==> src/dar_consts.svh <==
// Operation
// NACK-disable suppresses NACK on reset during operation
// Contention-detect-disable bit stops contention detection
// Link-disable write shuts link, drops clock, resets
// Key status bits 5,4,3 show active keys
// NVM key flag clears when programming done
// Chip-erase key flag clears when erase done
// Writing 0x59 asserts system reset; else releases
// Reset request reads bit0; link unaffected
// Clock select 1=16,2=8,3=4 MHz, default 4
// Debugger picks faster clock only at top brown-out
// User-row-done written after RAM data; starts programming
// User-row-done writable only with user-row key
// Clock request bit holds system clock regardless of sleep
// Clock request set on enable, cleared on disable
// Reset-active bit sticky while in reset, read-clears
// In-sleep bit mirrors idle or deeper sleep
// NVM-programming-start bit shows programming may begin
// User-row-programming-start bit shows user-row programming ready
// Lock bit resets to 1, clears after erase
// CRC status is one-hot scan state
// Registers reached only through link instructions
// Reserved bits read zero, ignore writes
`ifndef DAR_CONSTS_SVH
`define DAR_CONSTS_SVH

// ----------------------------------------------------------------
// Register offsets
// ----------------------------------------------------------------
`define DAR_OFF_LINKB      4'h3
`define DAR_OFF_KEY        4'h7
`define DAR_OFF_SYSRST     4'h8
`define DAR_OFF_CLKCTL     4'h9
`define DAR_OFF_SYSCTL     4'hA
`define DAR_OFF_SYSSTAT    4'hB
`define DAR_OFF_CRC        4'hC

// ----------------------------------------------------------------
// Field positions
// ----------------------------------------------------------------
`define DAR_BIT_NACKOFF    4
`define DAR_BIT_CCDIS      3
`define DAR_BIT_LINKDIS    2
`define DAR_BIT_KEY_UROW   5
`define DAR_BIT_KEY_NVM    4
`define DAR_BIT_KEY_ERASE  3
`define DAR_BIT_URDONE     1
`define DAR_BIT_SYSCLK     0
`define DAR_BIT_RSTACT     5
`define DAR_BIT_SLEEP      4
`define DAR_BIT_NVMSTART   3
`define DAR_BIT_UROWSTART  2
`define DAR_BIT_LOCK       0

// ----------------------------------------------------------------
// Values
// ----------------------------------------------------------------
`define DAR_RESET_SIG      8'h59
`define DAR_CLKSEL_RSVD    2'h0
`define DAR_CLKSEL_16M     2'h1
`define DAR_CLKSEL_8M      2'h2
`define DAR_CLKSEL_4M      2'h3
`define DAR_CRC_OFF        3'h0
`define DAR_CRC_BUSY       3'h1
`define DAR_CRC_OK         3'h2
`define DAR_CRC_FAIL       3'h4
`define DAR_LOCK_RESET     1'h1

`endif

==> src/dar_pkg.sv <==
`default_nettype none
package dar_pkg;
  typedef logic [7:0] dar_byte_t;
  typedef logic [3:0] dar_addr_t;
  typedef enum logic [1:0] {
    LINK_OFF,
    LINK_ON,
    LINK_WAIT
  } dar_link_e;
endpackage
`default_nettype wire

==> src/dar_access_regs.sv <==
`timescale 1ns/1ns
`default_nettype none
`include "dar_consts.svh"
module dar_access_regs (
  input  wire logic                clk,
  input  wire logic                rst,
  input  wire logic                linkEnabled,
  input  wire dar_pkg::dar_addr_t  regAddr,
  input  wire logic                regWrEn,
  input  wire logic                regRdEn,
  input  wire dar_pkg::dar_byte_t  regWrData,
  output var  dar_pkg::dar_byte_t  regRdData,
  output var  logic                regRdValid,
  input  wire logic                keyUrowGranted,
  input  wire logic                keyNvmGranted,
  input  wire logic                keyEraseGranted,
  input  wire logic                nvmProgDone,
  input  wire logic                chipEraseDone,
  input  wire logic                linkOpActive,
  input  wire logic                contentionSeen,
  input  wire logic                systemInReset,
  input  wire logic                systemInSleep,
  input  wire logic                nvmProgReady,
  input  wire logic                userRowProgReady,
  input  wire logic                lockBitsSet,
  input  wire logic [2:0]          crcStatusIn,
  output var  logic                phyShutdown,
  output var  logic                nackReply,
  output var  logic                contentionError,
  output var  logic [1:0]          linkClockSelect,
  output var  logic                systemResetRequest,
  output var  logic                systemClockRequest,
  output var  logic                userRowDone
);
  import dar_pkg::*;

  // ----------------------------------------------------------------
  // Helpers
  // ----------------------------------------------------------------
  function automatic logic darHit(input dar_addr_t a, input dar_addr_t o);
    darHit = (a == o);
  endfunction

  // Reserved CRC codes are never reported, the field reads as idle
  function automatic logic [2:0] darCrcFilter(input logic [2:0] v);
    case (v)
      `DAR_CRC_OFF,
      `DAR_CRC_BUSY,
      `DAR_CRC_OK,
      `DAR_CRC_FAIL: darCrcFilter = v;
      default:       darCrcFilter = `DAR_CRC_OFF;
    endcase
  endfunction

  // ----------------------------------------------------------------
  // Link state
  // ----------------------------------------------------------------
  dar_link_e linkState_reg;
  dar_link_e linkState_next;
  logic      blockRst;
  logic      enterOn;
  logic      wrLinkB;
  logic      wrKey;
  logic      wrRstReq;
  logic      wrClkCtl;
  logic      wrSysCtl;
  logic      rdSysStat;
  logic      linkDisWr;

  assign blockRst = rst | (linkState_reg != LINK_ON);
  assign enterOn  = (linkState_reg == LINK_OFF) & linkEnabled;

  // Only link-instruction accesses reach this port; no CPU path exists
  assign wrLinkB   = regWrEn & ~blockRst
                   & darHit(regAddr, `DAR_OFF_LINKB);
  assign wrKey     = regWrEn & ~blockRst & darHit(regAddr, `DAR_OFF_KEY);
  assign wrRstReq  = regWrEn & ~blockRst & darHit(regAddr, `DAR_OFF_SYSRST);
  assign wrClkCtl  = regWrEn & ~blockRst & darHit(regAddr, `DAR_OFF_CLKCTL);
  assign wrSysCtl  = regWrEn & ~blockRst & darHit(regAddr, `DAR_OFF_SYSCTL);
  assign rdSysStat = regRdEn & ~blockRst & darHit(regAddr, `DAR_OFF_SYSSTAT);
  assign linkDisWr = wrLinkB & regWrData[`DAR_BIT_LINKDIS];

  // After a disable the link waits for its enable to drop before rising
  always_comb begin
    linkState_next = linkState_reg;
    case (linkState_reg)
      LINK_OFF: begin
        if (linkEnabled) begin
          linkState_next = LINK_ON;
        end
      end
      LINK_ON: begin
        if (!linkEnabled) begin
          linkState_next = LINK_OFF;
        end else if (linkDisWr) begin
          linkState_next = LINK_WAIT;
        end
      end
      LINK_WAIT: begin
        if (!linkEnabled) begin
          linkState_next = LINK_OFF;
        end
      end
      default: linkState_next = LINK_OFF;
    endcase
  end

  always_ff @(posedge clk) begin
    if (rst) begin
      linkState_reg <= LINK_OFF;
    end else begin
      linkState_reg <= linkState_next;
    end
  end

  always_ff @(posedge clk) begin
    if (rst) begin
      phyShutdown <= 1'b0;
    end else begin
      phyShutdown <= linkDisWr;
    end
  end

  // ----------------------------------------------------------------
  // Link control B
  // ----------------------------------------------------------------
  logic nack_reply_disable_reg;
  logic ccDis_reg;

  always_ff @(posedge clk) begin
    if (blockRst) begin
      nack_reply_disable_reg <= 1'b0;
      ccDis_reg   <= 1'b0;
    end else if (wrLinkB) begin
      nack_reply_disable_reg <= regWrData[`DAR_BIT_NACKOFF];
      ccDis_reg   <= regWrData[`DAR_BIT_CCDIS];
    end
  end

  // A system reset that starts mid-operation answers with NACK unless off
  logic sysRstPrev_reg;
  logic sysRstRise;
  assign sysRstRise = systemInReset & ~sysRstPrev_reg;

  always_ff @(posedge clk) begin
    if (blockRst) begin
      sysRstPrev_reg  <= 1'b0;
      nackReply       <= 1'b0;
      contentionError <= 1'b0;
    end else begin
      sysRstPrev_reg  <= systemInReset;
      nackReply       <= sysRstRise & linkOpActive & ~nack_reply_disable_reg;
      contentionError <= contentionSeen & ~ccDis_reg;
    end
  end

  // ----------------------------------------------------------------
  // Keys
  // ----------------------------------------------------------------
  logic userRowKey;
  logic nvmKey;
  logic eraseKey;
  logic urowClearWr;

  assign urowClearWr = wrKey & ~regWrData[`DAR_BIT_KEY_UROW];

  dar_key_status u_keys (
    .clk             (clk),
    .blockRst        (blockRst),
    .keyUrowGranted  (keyUrowGranted & ~blockRst),
    .keyNvmGranted   (keyNvmGranted & ~blockRst),
    .keyEraseGranted (keyEraseGranted & ~blockRst),
    .nvmProgDone     (nvmProgDone),
    .chipEraseDone   (chipEraseDone),
    .urowClearWr     (urowClearWr),
    .userRowKey      (userRowKey),
    .nvmKey          (nvmKey),
    .eraseKey        (eraseKey)
  );

  // ----------------------------------------------------------------
  // System reset request and clock select
  // ----------------------------------------------------------------
  always_ff @(posedge clk) begin
    if (blockRst) begin
      systemResetRequest <= 1'b0;
    end else if (wrRstReq) begin
      systemResetRequest <= (regWrData == `DAR_RESET_SIG);
    end
  end

  // Reserved select code is dropped so the link never loses its clock
  always_ff @(posedge clk) begin
    if (blockRst) begin
      linkClockSelect <= `DAR_CLKSEL_4M;
    end else if (wrClkCtl && regWrData[1:0] != `DAR_CLKSEL_RSVD) begin
      linkClockSelect <= regWrData[1:0];
    end
  end

  // ----------------------------------------------------------------
  // System control
  // ----------------------------------------------------------------
  logic system_clock_request_next;
  logic urDone_next;

  always_comb begin
    system_clock_request_next = systemClockRequest;
    if (enterOn) begin
      system_clock_request_next = 1'b1;
    end else if (blockRst) begin
      system_clock_request_next = 1'b0;
    end else if (wrSysCtl) begin
      system_clock_request_next = regWrData[`DAR_BIT_SYSCLK];
    end
  end

  // The done strobe starts flash programming of the user row from RAM
  assign urDone_next = wrSysCtl & userRowKey
                     & regWrData[`DAR_BIT_URDONE];

  always_ff @(posedge clk) begin
    if (rst) begin
      systemClockRequest <= 1'b0;
    end else begin
      systemClockRequest <= system_clock_request_next;
    end
  end

  always_ff @(posedge clk) begin
    if (blockRst) begin
      userRowDone <= 1'b0;
    end else begin
      userRowDone <= urDone_next;
    end
  end

  // ----------------------------------------------------------------
  // System status
  // ----------------------------------------------------------------
  logic       system_reset_active_reg;
  logic       system_reset_active_next;
  logic       lock_reg;
  logic [2:0] crc_reg;

  // A reset seen in the cycle of the clearing read still sets the flag
  assign system_reset_active_next = systemInReset | systemResetRequest
                     | (system_reset_active_reg & ~rdSysStat);

  always_ff @(posedge clk) begin
    if (blockRst) begin
      system_reset_active_reg <= 1'b0;
      lock_reg   <= `DAR_LOCK_RESET;
      crc_reg    <= `DAR_CRC_OFF;
    end else begin
      system_reset_active_reg <= system_reset_active_next;
      lock_reg   <= lockBitsSet;
      crc_reg    <= darCrcFilter(crcStatusIn);
    end
  end

  // ----------------------------------------------------------------
  // Read path
  // ----------------------------------------------------------------
  dar_byte_t rdLinkB;
  dar_byte_t rdKey;
  dar_byte_t rdRstReq;
  dar_byte_t rdClkCtl;
  dar_byte_t rdSysCtl;
  dar_byte_t rdSysStatV;
  dar_byte_t rdCrc;
  dar_byte_t rdMux;

  assign rdLinkB    = {3'h0, nack_reply_disable_reg, ccDis_reg, 3'h0};
  assign rdKey      = {2'h0, userRowKey, nvmKey, eraseKey, 3'h0};
  assign rdRstReq   = {7'h00, systemResetRequest};
  assign rdClkCtl   = {6'h00, linkClockSelect};
  assign rdSysCtl   = {6'h00, 1'b0, systemClockRequest};
  assign rdSysStatV = {2'h0, system_reset_active_reg, systemInSleep, nvmProgReady,
                       userRowProgReady, 1'b0, lock_reg};
  assign rdCrc      = {5'h00, crc_reg};

  always_comb begin
    case (regAddr)
      `DAR_OFF_LINKB:   rdMux = rdLinkB;
      `DAR_OFF_KEY:     rdMux = rdKey;
      `DAR_OFF_SYSRST:  rdMux = rdRstReq;
      `DAR_OFF_CLKCTL:  rdMux = rdClkCtl;
      `DAR_OFF_SYSCTL:  rdMux = rdSysCtl;
      `DAR_OFF_SYSSTAT: rdMux = rdSysStatV;
      `DAR_OFF_CRC:     rdMux = rdCrc;
      default:          rdMux = 8'h00;
    endcase
  end

  always_ff @(posedge clk) begin
    if (blockRst) begin
      regRdData  <= 8'h00;
      regRdValid <= 1'b0;
    end else begin
      regRdValid <= regRdEn;
      if (regRdEn) begin
        regRdData <= rdMux;
      end
    end
  end

  // ----------------------------------------------------------------
  // Checks
  // ----------------------------------------------------------------
  AST_RST_SIG: assert property (@(posedge clk) disable iff (blockRst)
    wrRstReq && regWrData == `DAR_RESET_SIG |=> systemResetRequest)
    else $error("Reset signature did not assert system reset");

  AST_RST_OTHER: assert property (@(posedge clk) disable iff (blockRst)
    wrRstReq && regWrData != `DAR_RESET_SIG |=> !systemResetRequest)
    else $error("Other value did not release system reset");

  AST_RST_READ: assert property (@(posedge clk) disable iff (blockRst)
    regRdEn && darHit(regAddr, `DAR_OFF_SYSRST) && !wrRstReq
    |=> regRdValid && regRdData == {7'h00, $past(systemResetRequest)})
    else $error("Reset request readback wrong");

  AST_CLKSEL_DEF: assert property (@(posedge clk) disable iff (rst)
    enterOn |=> linkClockSelect == `DAR_CLKSEL_4M && systemClockRequest)
    else $error("Enable did not give default clock and clock request");

  AST_DISABLE: assert property (@(posedge clk) disable iff (rst)
    linkDisWr && !blockRst
    |=> phyShutdown ##1 !systemClockRequest && !userRowKey && !nvmKey)
    else $error("Link disable did not reset the block");

  AST_URD_LOCKED: assert property (@(posedge clk) disable iff (blockRst)
    wrSysCtl && !userRowKey |=> !userRowDone)
    else $error("User-row done accepted without key");

  AST_URD_OK: assert property (@(posedge clk) disable iff (blockRst)
    wrSysCtl && userRowKey && regWrData[`DAR_BIT_URDONE]
    |=> userRowDone ##1 (!userRowDone || $past(wrSysCtl)))
    else $error("User-row done strobe wrong");

  AST_SYSTEM_CLOCK_REQUEST_WR: assert property (@(posedge clk) disable iff (blockRst)
    wrSysCtl |=> systemClockRequest == $past(regWrData[`DAR_BIT_SYSCLK]))
    else $error("Clock request write not taken");

  AST_SYSTEM_RESET_ACTIVE_CLR: assert property (@(posedge clk) disable iff (blockRst)
    rdSysStat && !systemInReset && !systemResetRequest |=> !system_reset_active_reg)
    else $error("Reset-active flag not cleared by read");

  AST_SYSTEM_RESET_ACTIVE_SET: assert property (@(posedge clk) disable iff (blockRst)
    systemInReset |=> system_reset_active_reg)
    else $error("Reset-active flag missed a reset");

  AST_CONTENTION: assert property (@(posedge clk) disable iff (blockRst)
    ccDis_reg && !wrLinkB |=> !contentionError)
    else $error("Contention reported while disabled");

  AST_NACK: assert property (@(posedge clk) disable iff (blockRst)
    nack_reply_disable_reg && !wrLinkB |=> !nackReply)
    else $error("NACK sent while disabled");

  AST_CRC_ONEHOT: assert property (@(posedge clk) disable iff (blockRst)
    $onehot0(crc_reg))
    else $error("CRC status not one-hot");
endmodule
`default_nettype wire

==> src/dar_key_status.sv <==
`timescale 1ns/1ns
`default_nettype none
module dar_key_status (
  input  wire logic clk,
  input  wire logic blockRst,
  input  wire logic keyUrowGranted,
  input  wire logic keyNvmGranted,
  input  wire logic keyEraseGranted,
  input  wire logic nvmProgDone,
  input  wire logic chipEraseDone,
  input  wire logic urowClearWr,
  output var  logic userRowKey,
  output var  logic nvmKey,
  output var  logic eraseKey
);
  logic userRowKey_next;
  logic nvmKey_next;
  logic eraseKey_next;

  // ----------------------------------------------------------------
  // Key flags; a grant in the same cycle as a clear wins
  // ----------------------------------------------------------------
  assign userRowKey_next = keyUrowGranted | (userRowKey & ~urowClearWr);
  assign nvmKey_next     = keyNvmGranted | (nvmKey & ~nvmProgDone);
  assign eraseKey_next   = keyEraseGranted | (eraseKey & ~chipEraseDone);

  always_ff @(posedge clk) begin
    if (blockRst) begin
      userRowKey <= 1'b0;
      nvmKey     <= 1'b0;
      eraseKey   <= 1'b0;
    end else begin
      userRowKey <= userRowKey_next;
      nvmKey     <= nvmKey_next;
      eraseKey   <= eraseKey_next;
    end
  end

  AST_NVM_CLEAR: assert property (@(posedge clk) disable iff (blockRst)
    nvmProgDone && !keyNvmGranted |=> !nvmKey)
    else $error("NVM key flag not cleared after programming");

  AST_ERASE_CLEAR: assert property (@(posedge clk) disable iff (blockRst)
    chipEraseDone && !keyEraseGranted |=> !eraseKey)
    else $error("Erase key flag not cleared after erase");

  AST_KEY_SET: assert property (@(posedge clk) disable iff (blockRst)
    keyUrowGranted |=> userRowKey)
    else $error("User-row key flag not set on grant");
endmodule
`default_nettype wire

==> config.mk <==
export PLATFORM = sky130hd
export DESIGN_NAME = dar_access_regs
export DESIGN_NICKNAME = d
export VERILOG_FILES = /design/src/dar_pkg.sv /design/src/dar_access_regs.sv /design/src/dar_key_status.sv
export VERILOG_INCLUDE_DIRS = /design/src
export SDC_FILE = /design/constraint.sdc
export NUM_CORES = 1
export LEC_CHECK = 0
export BUFFER_PORTS_ARGS = -buffer_cell sky130_fd_sc_hd__clkbuf_2
export CORE_MARGIN = 8
export CORE_UTILIZATION = 48
export CTS_CLUSTER_SIZE = 16
export DETAILED_ROUTE_END_ITERATION = 8
export GPL_TIMING_DRIVEN = 0
export HOLD_SLACK_MARGIN = 0.15
export PLACE_DENSITY = 0.79
export SYNTH_ARGS = -nofsm -noshare
export SYNTH_HDL_FRONTEND = slang
export SYNTH_SLANG_ARGS = --single-unit
==> constraint.sdc <==
create_clock -name clk -period 1.3 [get_ports clk]
set_clock_uncertainty 0.05 [all_clocks]
set_input_delay 0.065 -clock clk [delete_from_list [all_inputs] [get_ports clk]]
set_output_delay 0.065 -clock clk [all_outputs]
set_load 0.02 [all_outputs]
-- Word level (Yosys, flattened, before mapping)
Cells that the tools add are included.
- bitwise gates (word level): 40
- eq/ne operators: 17
- reduce and logical (&&, ||, !) cells: 8
- muxes and demuxes: 9
- operator list (operator ; number):
    6-bit case mux with 7 select lines ; 1
    1-bit bitwise AND ; 24
    4-bit equality test (second input constant) ; 5
    1-bit inverter ; 10
    8-bit by 7-bit equality test with 1-bit output (second input constant) ; 1
    2-bit 2-to-1 mux ; 4
    1-bit bitwise OR ; 6
    2-bit case mux with 3 select lines ; 1
    4-bit by 2-bit equality test with 1-bit output (second input constant) ; 1
    4-bit by 3-bit equality test with 1-bit output (second input constant) ; 1
    2-bit != test (second input constant) ; 2
    4-bit OR reduction ; 1
    3-bit by 1-bit equality test with 1-bit output (second input constant) ; 1
    3-bit by 2-bit equality test with 1-bit output (second input constant) ; 1
    3-bit equality test (second input constant) ; 1
    3-bit zero test ; 1
    1-bit 2-to-1 mux ; 3
    3-bit != test (second input constant) ; 1
    3-bit AND reduction ; 1
    3-bit nonzero test ; 1
    2-bit by 1-bit equality test with 1-bit output (second input constant) ; 1
    2-bit equality test (second input constant) ; 1
    2-bit zero test ; 1
    2-bit by 1-bit != test with 1-bit output (second input constant) ; 1
    other kinds (3) ; 3
- word-level logic and storage cells: 93
- output and inout bits: 17
- register bits: 30
- input bits: 32

-- Longest topological paths before layout
- word-level depth: 9
- mapped depth: 5
- depth with buffers taken out: 4

-- Modules after synthesis
Synthesis repeated with hierarchy kept, for this count alone.
- cell total of the unflattened synthesis: 141
- area total of the unflattened synthesis: 1306.3 um^2
- by module, submodules not included (module ; area an instance (um^2) ; cells each ; sequential area each (um^2) ; instances):
    dar_access_regs ; 1201.2 ; 129 ; 500.5 ; 1
    dar_key_status ; 105.1 ; 12 ; 60.1 ; 1

-- Least setup slack after synthesis
Ideal clock, no wire load.
- kind: register -> register
- from: reg linkState_reg[1]
- to: reg linkClockSelect[0]
- arrival time: 0.957 ns
- period minus slack after synthesis: 1.129 ns
- library setup time: 0.122 ns
- data required time: 1.128 ns
- cell stages (with the launch flop): 5
- setup slack: 0.171 ns
- path buffers: 1
- path through: dfxtp_1 > nor2_1 > nand2_1 > buf_2 > a221o_1
- longest elaborated chain between the ends: 6
- RTL lines (what ; line ; RTL):
    start: declaration ; dar_access_regs.sv:58 ; dar_link_e linkState_reg;
    start signal: assignment ; dar_access_regs.sv:112 ; linkState_reg <= linkState_next;
    2-bit by 1-bit != test with 1-bit output * ; dar_access_regs.sv:70 ; assign blockRst = rst | (linkState_reg != LINK_ON);
    1-bit bitwise OR * ; dar_access_regs.sv:70 ;
    1-bit inverter ; dar_access_regs.sv:78 ; assign wrClkCtl = regWrEn & ~blockRst & darHit(regAddr, `DAR_OFF_CLKCTL);
    1-bit bitwise AND (2 in a row) ; dar_access_regs.sv:78 ;
    1-bit logical AND (no source line) ; -- ;
    end signal: assignment ; dar_access_regs.sv:195 ; linkClockSelect <= `DAR_CLKSEL_4M;
    end signal: assignment ; dar_access_regs.sv:197 ; linkClockSelect <= regWrData[1:0];
    end: declaration ; dar_access_regs.sv:30 ; output var logic [1:0] linkClockSelect,
Mark *: on every way between the ends. The rest lies on a longest branch, timed or not.
A chain may end at the register's enable or synchronous reset.

-- Final worst setup path
- from: in keyUrowGranted
- to: reg u_keys.userRowKey
- longest elaborated chain between the ends: 2
- RTL lines (what ; line ; RTL):
    start: declaration ; dar_access_regs.sv:14 ; input wire logic keyUrowGranted,
    1-bit bitwise AND ; dar_access_regs.sv:170 ; .keyUrowGranted (keyUrowGranted & ~blockRst),
    1-bit bitwise OR ; dar_key_status.sv:23 ; assign userRowKey_next = keyUrowGranted | (userRowKey & ~urowClearWr);
    end signal: assignment ; dar_key_status.sv:33 ; userRowKey <= userRowKey_next;
    end: declaration ; dar_key_status.sv:12 ; output var logic userRowKey,
Every way passes these cells.

==> impl_metrics.toml <==
[cts]
clk_transition_reported_paths_ns = 0.15
insertion_delay_ns = 0.33
numCtsBuffers = 3
cts_htree_levels = 1
cts-root-buf = "clkbuf_4"
clockBufferDepth = 2
tritoncts = "built"
hold_buffers = 31
clock-sinks = 28

[sta]
period_share_pct = 97.8
postLayoutSetupSlackWorst_ns = 0.0292
fmax_ghz = 0.787
slew_viol_final = 0
setup_viol = 0
finalHoldViolations = 1
rsz0062_at_grt = "true"
whs_ns = -0.0264
min_period_ns = 1.27

[floorplan]
io_pins = 49
initial_core_util_pct = 51.5
rows = 18
coreArea_um2 = 2500
die-area_um2 = 4590
fp.dieH_um = 67.8
dieWidth_um = 67.8

[grt]
grt_usage_pct = 18.0
grt_pass1_vias = 1424
overflow = 0
grt_max_degree = 15
grt_pass1_wl_um = 6460
antenna_found_initial = 0

[layout]
fin_nets = 245
largest_reg_flops = 6
diodes = 0
drive_above_1_share_pct = 31.3
area_growth_pct = 46.8

[synthesis]
synth.avg_cell_area_um2 = 9.60
synthFlopType = "dfxtp_1"
syn-cell-area_um2 = 1290
synth_seq_cells = 28
synth_cell_type_count = 43
async_reset_ff_share_pct = 0
yosysSeqAreaShare_pct = 43.6
ys_warn_count = 0
syn_inst = 134
synth_edf_count = 0

[routing]
drt_iter0_markers = 62
routed.top_layer = "met4"
routed_wl_um = 4000
m1WireLength_um = 1540
viasPerCell = 5.51
routedWlPerCell_um = 16.6
wl_met3_um = 271
vias = 1327
dr.pass1.iters = 4
wl_met2_um = 2040
remaining_drc_errors = 0
ant_nets = 0

[setup_path]
cp_max_fo = 1
startpoint_type = "input pin"
reg2reg_from = "linkState_reg[1]"
crit-reg2reg-capture = "systemResetRequest"
crit_end = "u_keys.userRowKey"
worst_setup_path_end_kind = "flip-flop"
crit_type = "in2reg"
crit_arrival_ns = 1.46
worstPathRequired_ns = 1.49
r2r_slack_ns = 0.04
reg2reg_depth = 5
worstSetupStartpoint = "keyUrowGranted"

[pwr]
p_total_mw = 1.53
ir_worst_vdd_uv = 878
pwr_density_cell_nw_per_um2 = 808
leakagePower_nw = 0.797

[place]
pre_cts_ws_ns = -0.0129
hpwl_um = 2610
numPortBuffers = 43
routabilityCongestion = 0.796

[flow_run]
cap_violations = 0

[status]
status = "complete, but fails checks"
violations = "hold timing"

[min_path]
worstHoldPathType = "in2reg"
min_delay_path_depth = 4
## per-layer routing
metal	vias to the layer above	global-route usage [%]
met4	0	8.36
met3	14	4.80
met2	58	33.3
met5	-	0
met1	622	18.5
li1	633	-
## metrics by stage
step	TNS [ns]	instance area, µm²	std cells	util, %
global placement	0	1540	208	61.7
CTS	0	1880	242	75.1
finish	0	1890	241	75.5
floorplan	0	1290	135	-
detailed placement	-0.0205	1540	208	61.7
global route	-0.0111	1890	241	75.5
## synth_stat cells, types with 2 or more instances
library cell | n | area (µm²)
dfxtp_1 | 28 | 561
a21oi_1 | 10 | 50.1
nor2_1 | 10 | 37.5
nand2_1 | 8 | 30.0
inv_1 | 6 | 22.5
mux2i_1 | 5 | 50.1
nand2b_1 | 5 | 31.3
nand3b_1 | 5 | 37.5
a22oi_1 | 3 | 22.5
and3_1 | 3 | 18.8
buf_2 | 3 | 15.0
buf_4 | 3 | 22.5
nand3_1 | 3 | 15.0
nor4b_1 | 3 | 26.3
o32ai_1 | 3 | 26.3
a221o_1 | 2 | 20.0
a22o_1 | 2 | 17.5
buf_6 | 2 | 22.5
nand4b_1 | 2 | 17.5
nor2_2 | 2 | 12.5
nor2b_1 | 2 | 12.5
nor3_1 | 2 | 10.0
o21ai_0 | 2 | 10.0
## how the worst min path moves through the flow
stage,start,to,slack [ns]
after detailed placement,crcStatusIn[2],crc_reg[0],0.21
after global placement,lockBitsSet,lock_reg,0.20
after CTS,rst,linkState_reg[0],-0.04
final,rst,linkState_reg[0],-0.03
after floorplan,crcStatusIn[1],crc_reg[0],0.09
after global routing,rst,linkState_reg[0],-0.03
## report_power, final
part	switching, mW	internal, mW
registers	0.00974	0.872
logic	0.131	0.155
clock network	0.248	0.109
total	0.389	1.14
## critical path: stages
cell           delay (ns)
dlygate4sd3_1        0.55
clkbuf_2             0.12
a21oi_1              0.12
dlygate4sd3_1        0.57
nor2_1               0.04
## layout by cell type, fill, tap and decap left out, types with 6 or more instances in the layout
| master | count |
|---|---|
| nor2_1 | 8 |
| dfxtp_1 | 26 |
| dlygate4sd3_1 | 31 |
| inv_1 | 6 |
| nand2_1 | 8 |
| clkbuf_2 | 43 |
| a21oi_1 | 10 |
## final cells by class
| cell class | instances | area [µm²] |
|---|---|---|
| buffer | 7 | 60.1 |
| clock buffer | 3 | 22.5 |
| fill | 191 | 612 |
| inverter | 6 | 22.5 |
| multi-input combinational | 93 | 657 |
| sequential | 28 | 563 |
| tap | 30 | 37.5 |
| timing repair buffer | 74 | 526 |
## cell families (layout without fill, tap and decap cells)
family | after synthesis | after routing | share of synthesized area [%]
AOI/OAI and AO/OA | 28 | 28 | 14.9
and+or+nand+nor | 58 | 58 | 30.9
DFF | 28 | 28 | 43.6
other | 1 | 2 | 0.292
buffers and inverters | 14 | 90 | 6.42
muxes | 5 | 5 | 3.89
## what timing repair did
action	in CTS	in global routing
resized for setup	1	8
endpoints found under the setup margin	13	17
cloned	0	0
hold endpoints to repair	28	5
setup buffers	0	0
No activity file was read; power rests on OpenSTA's default activity.
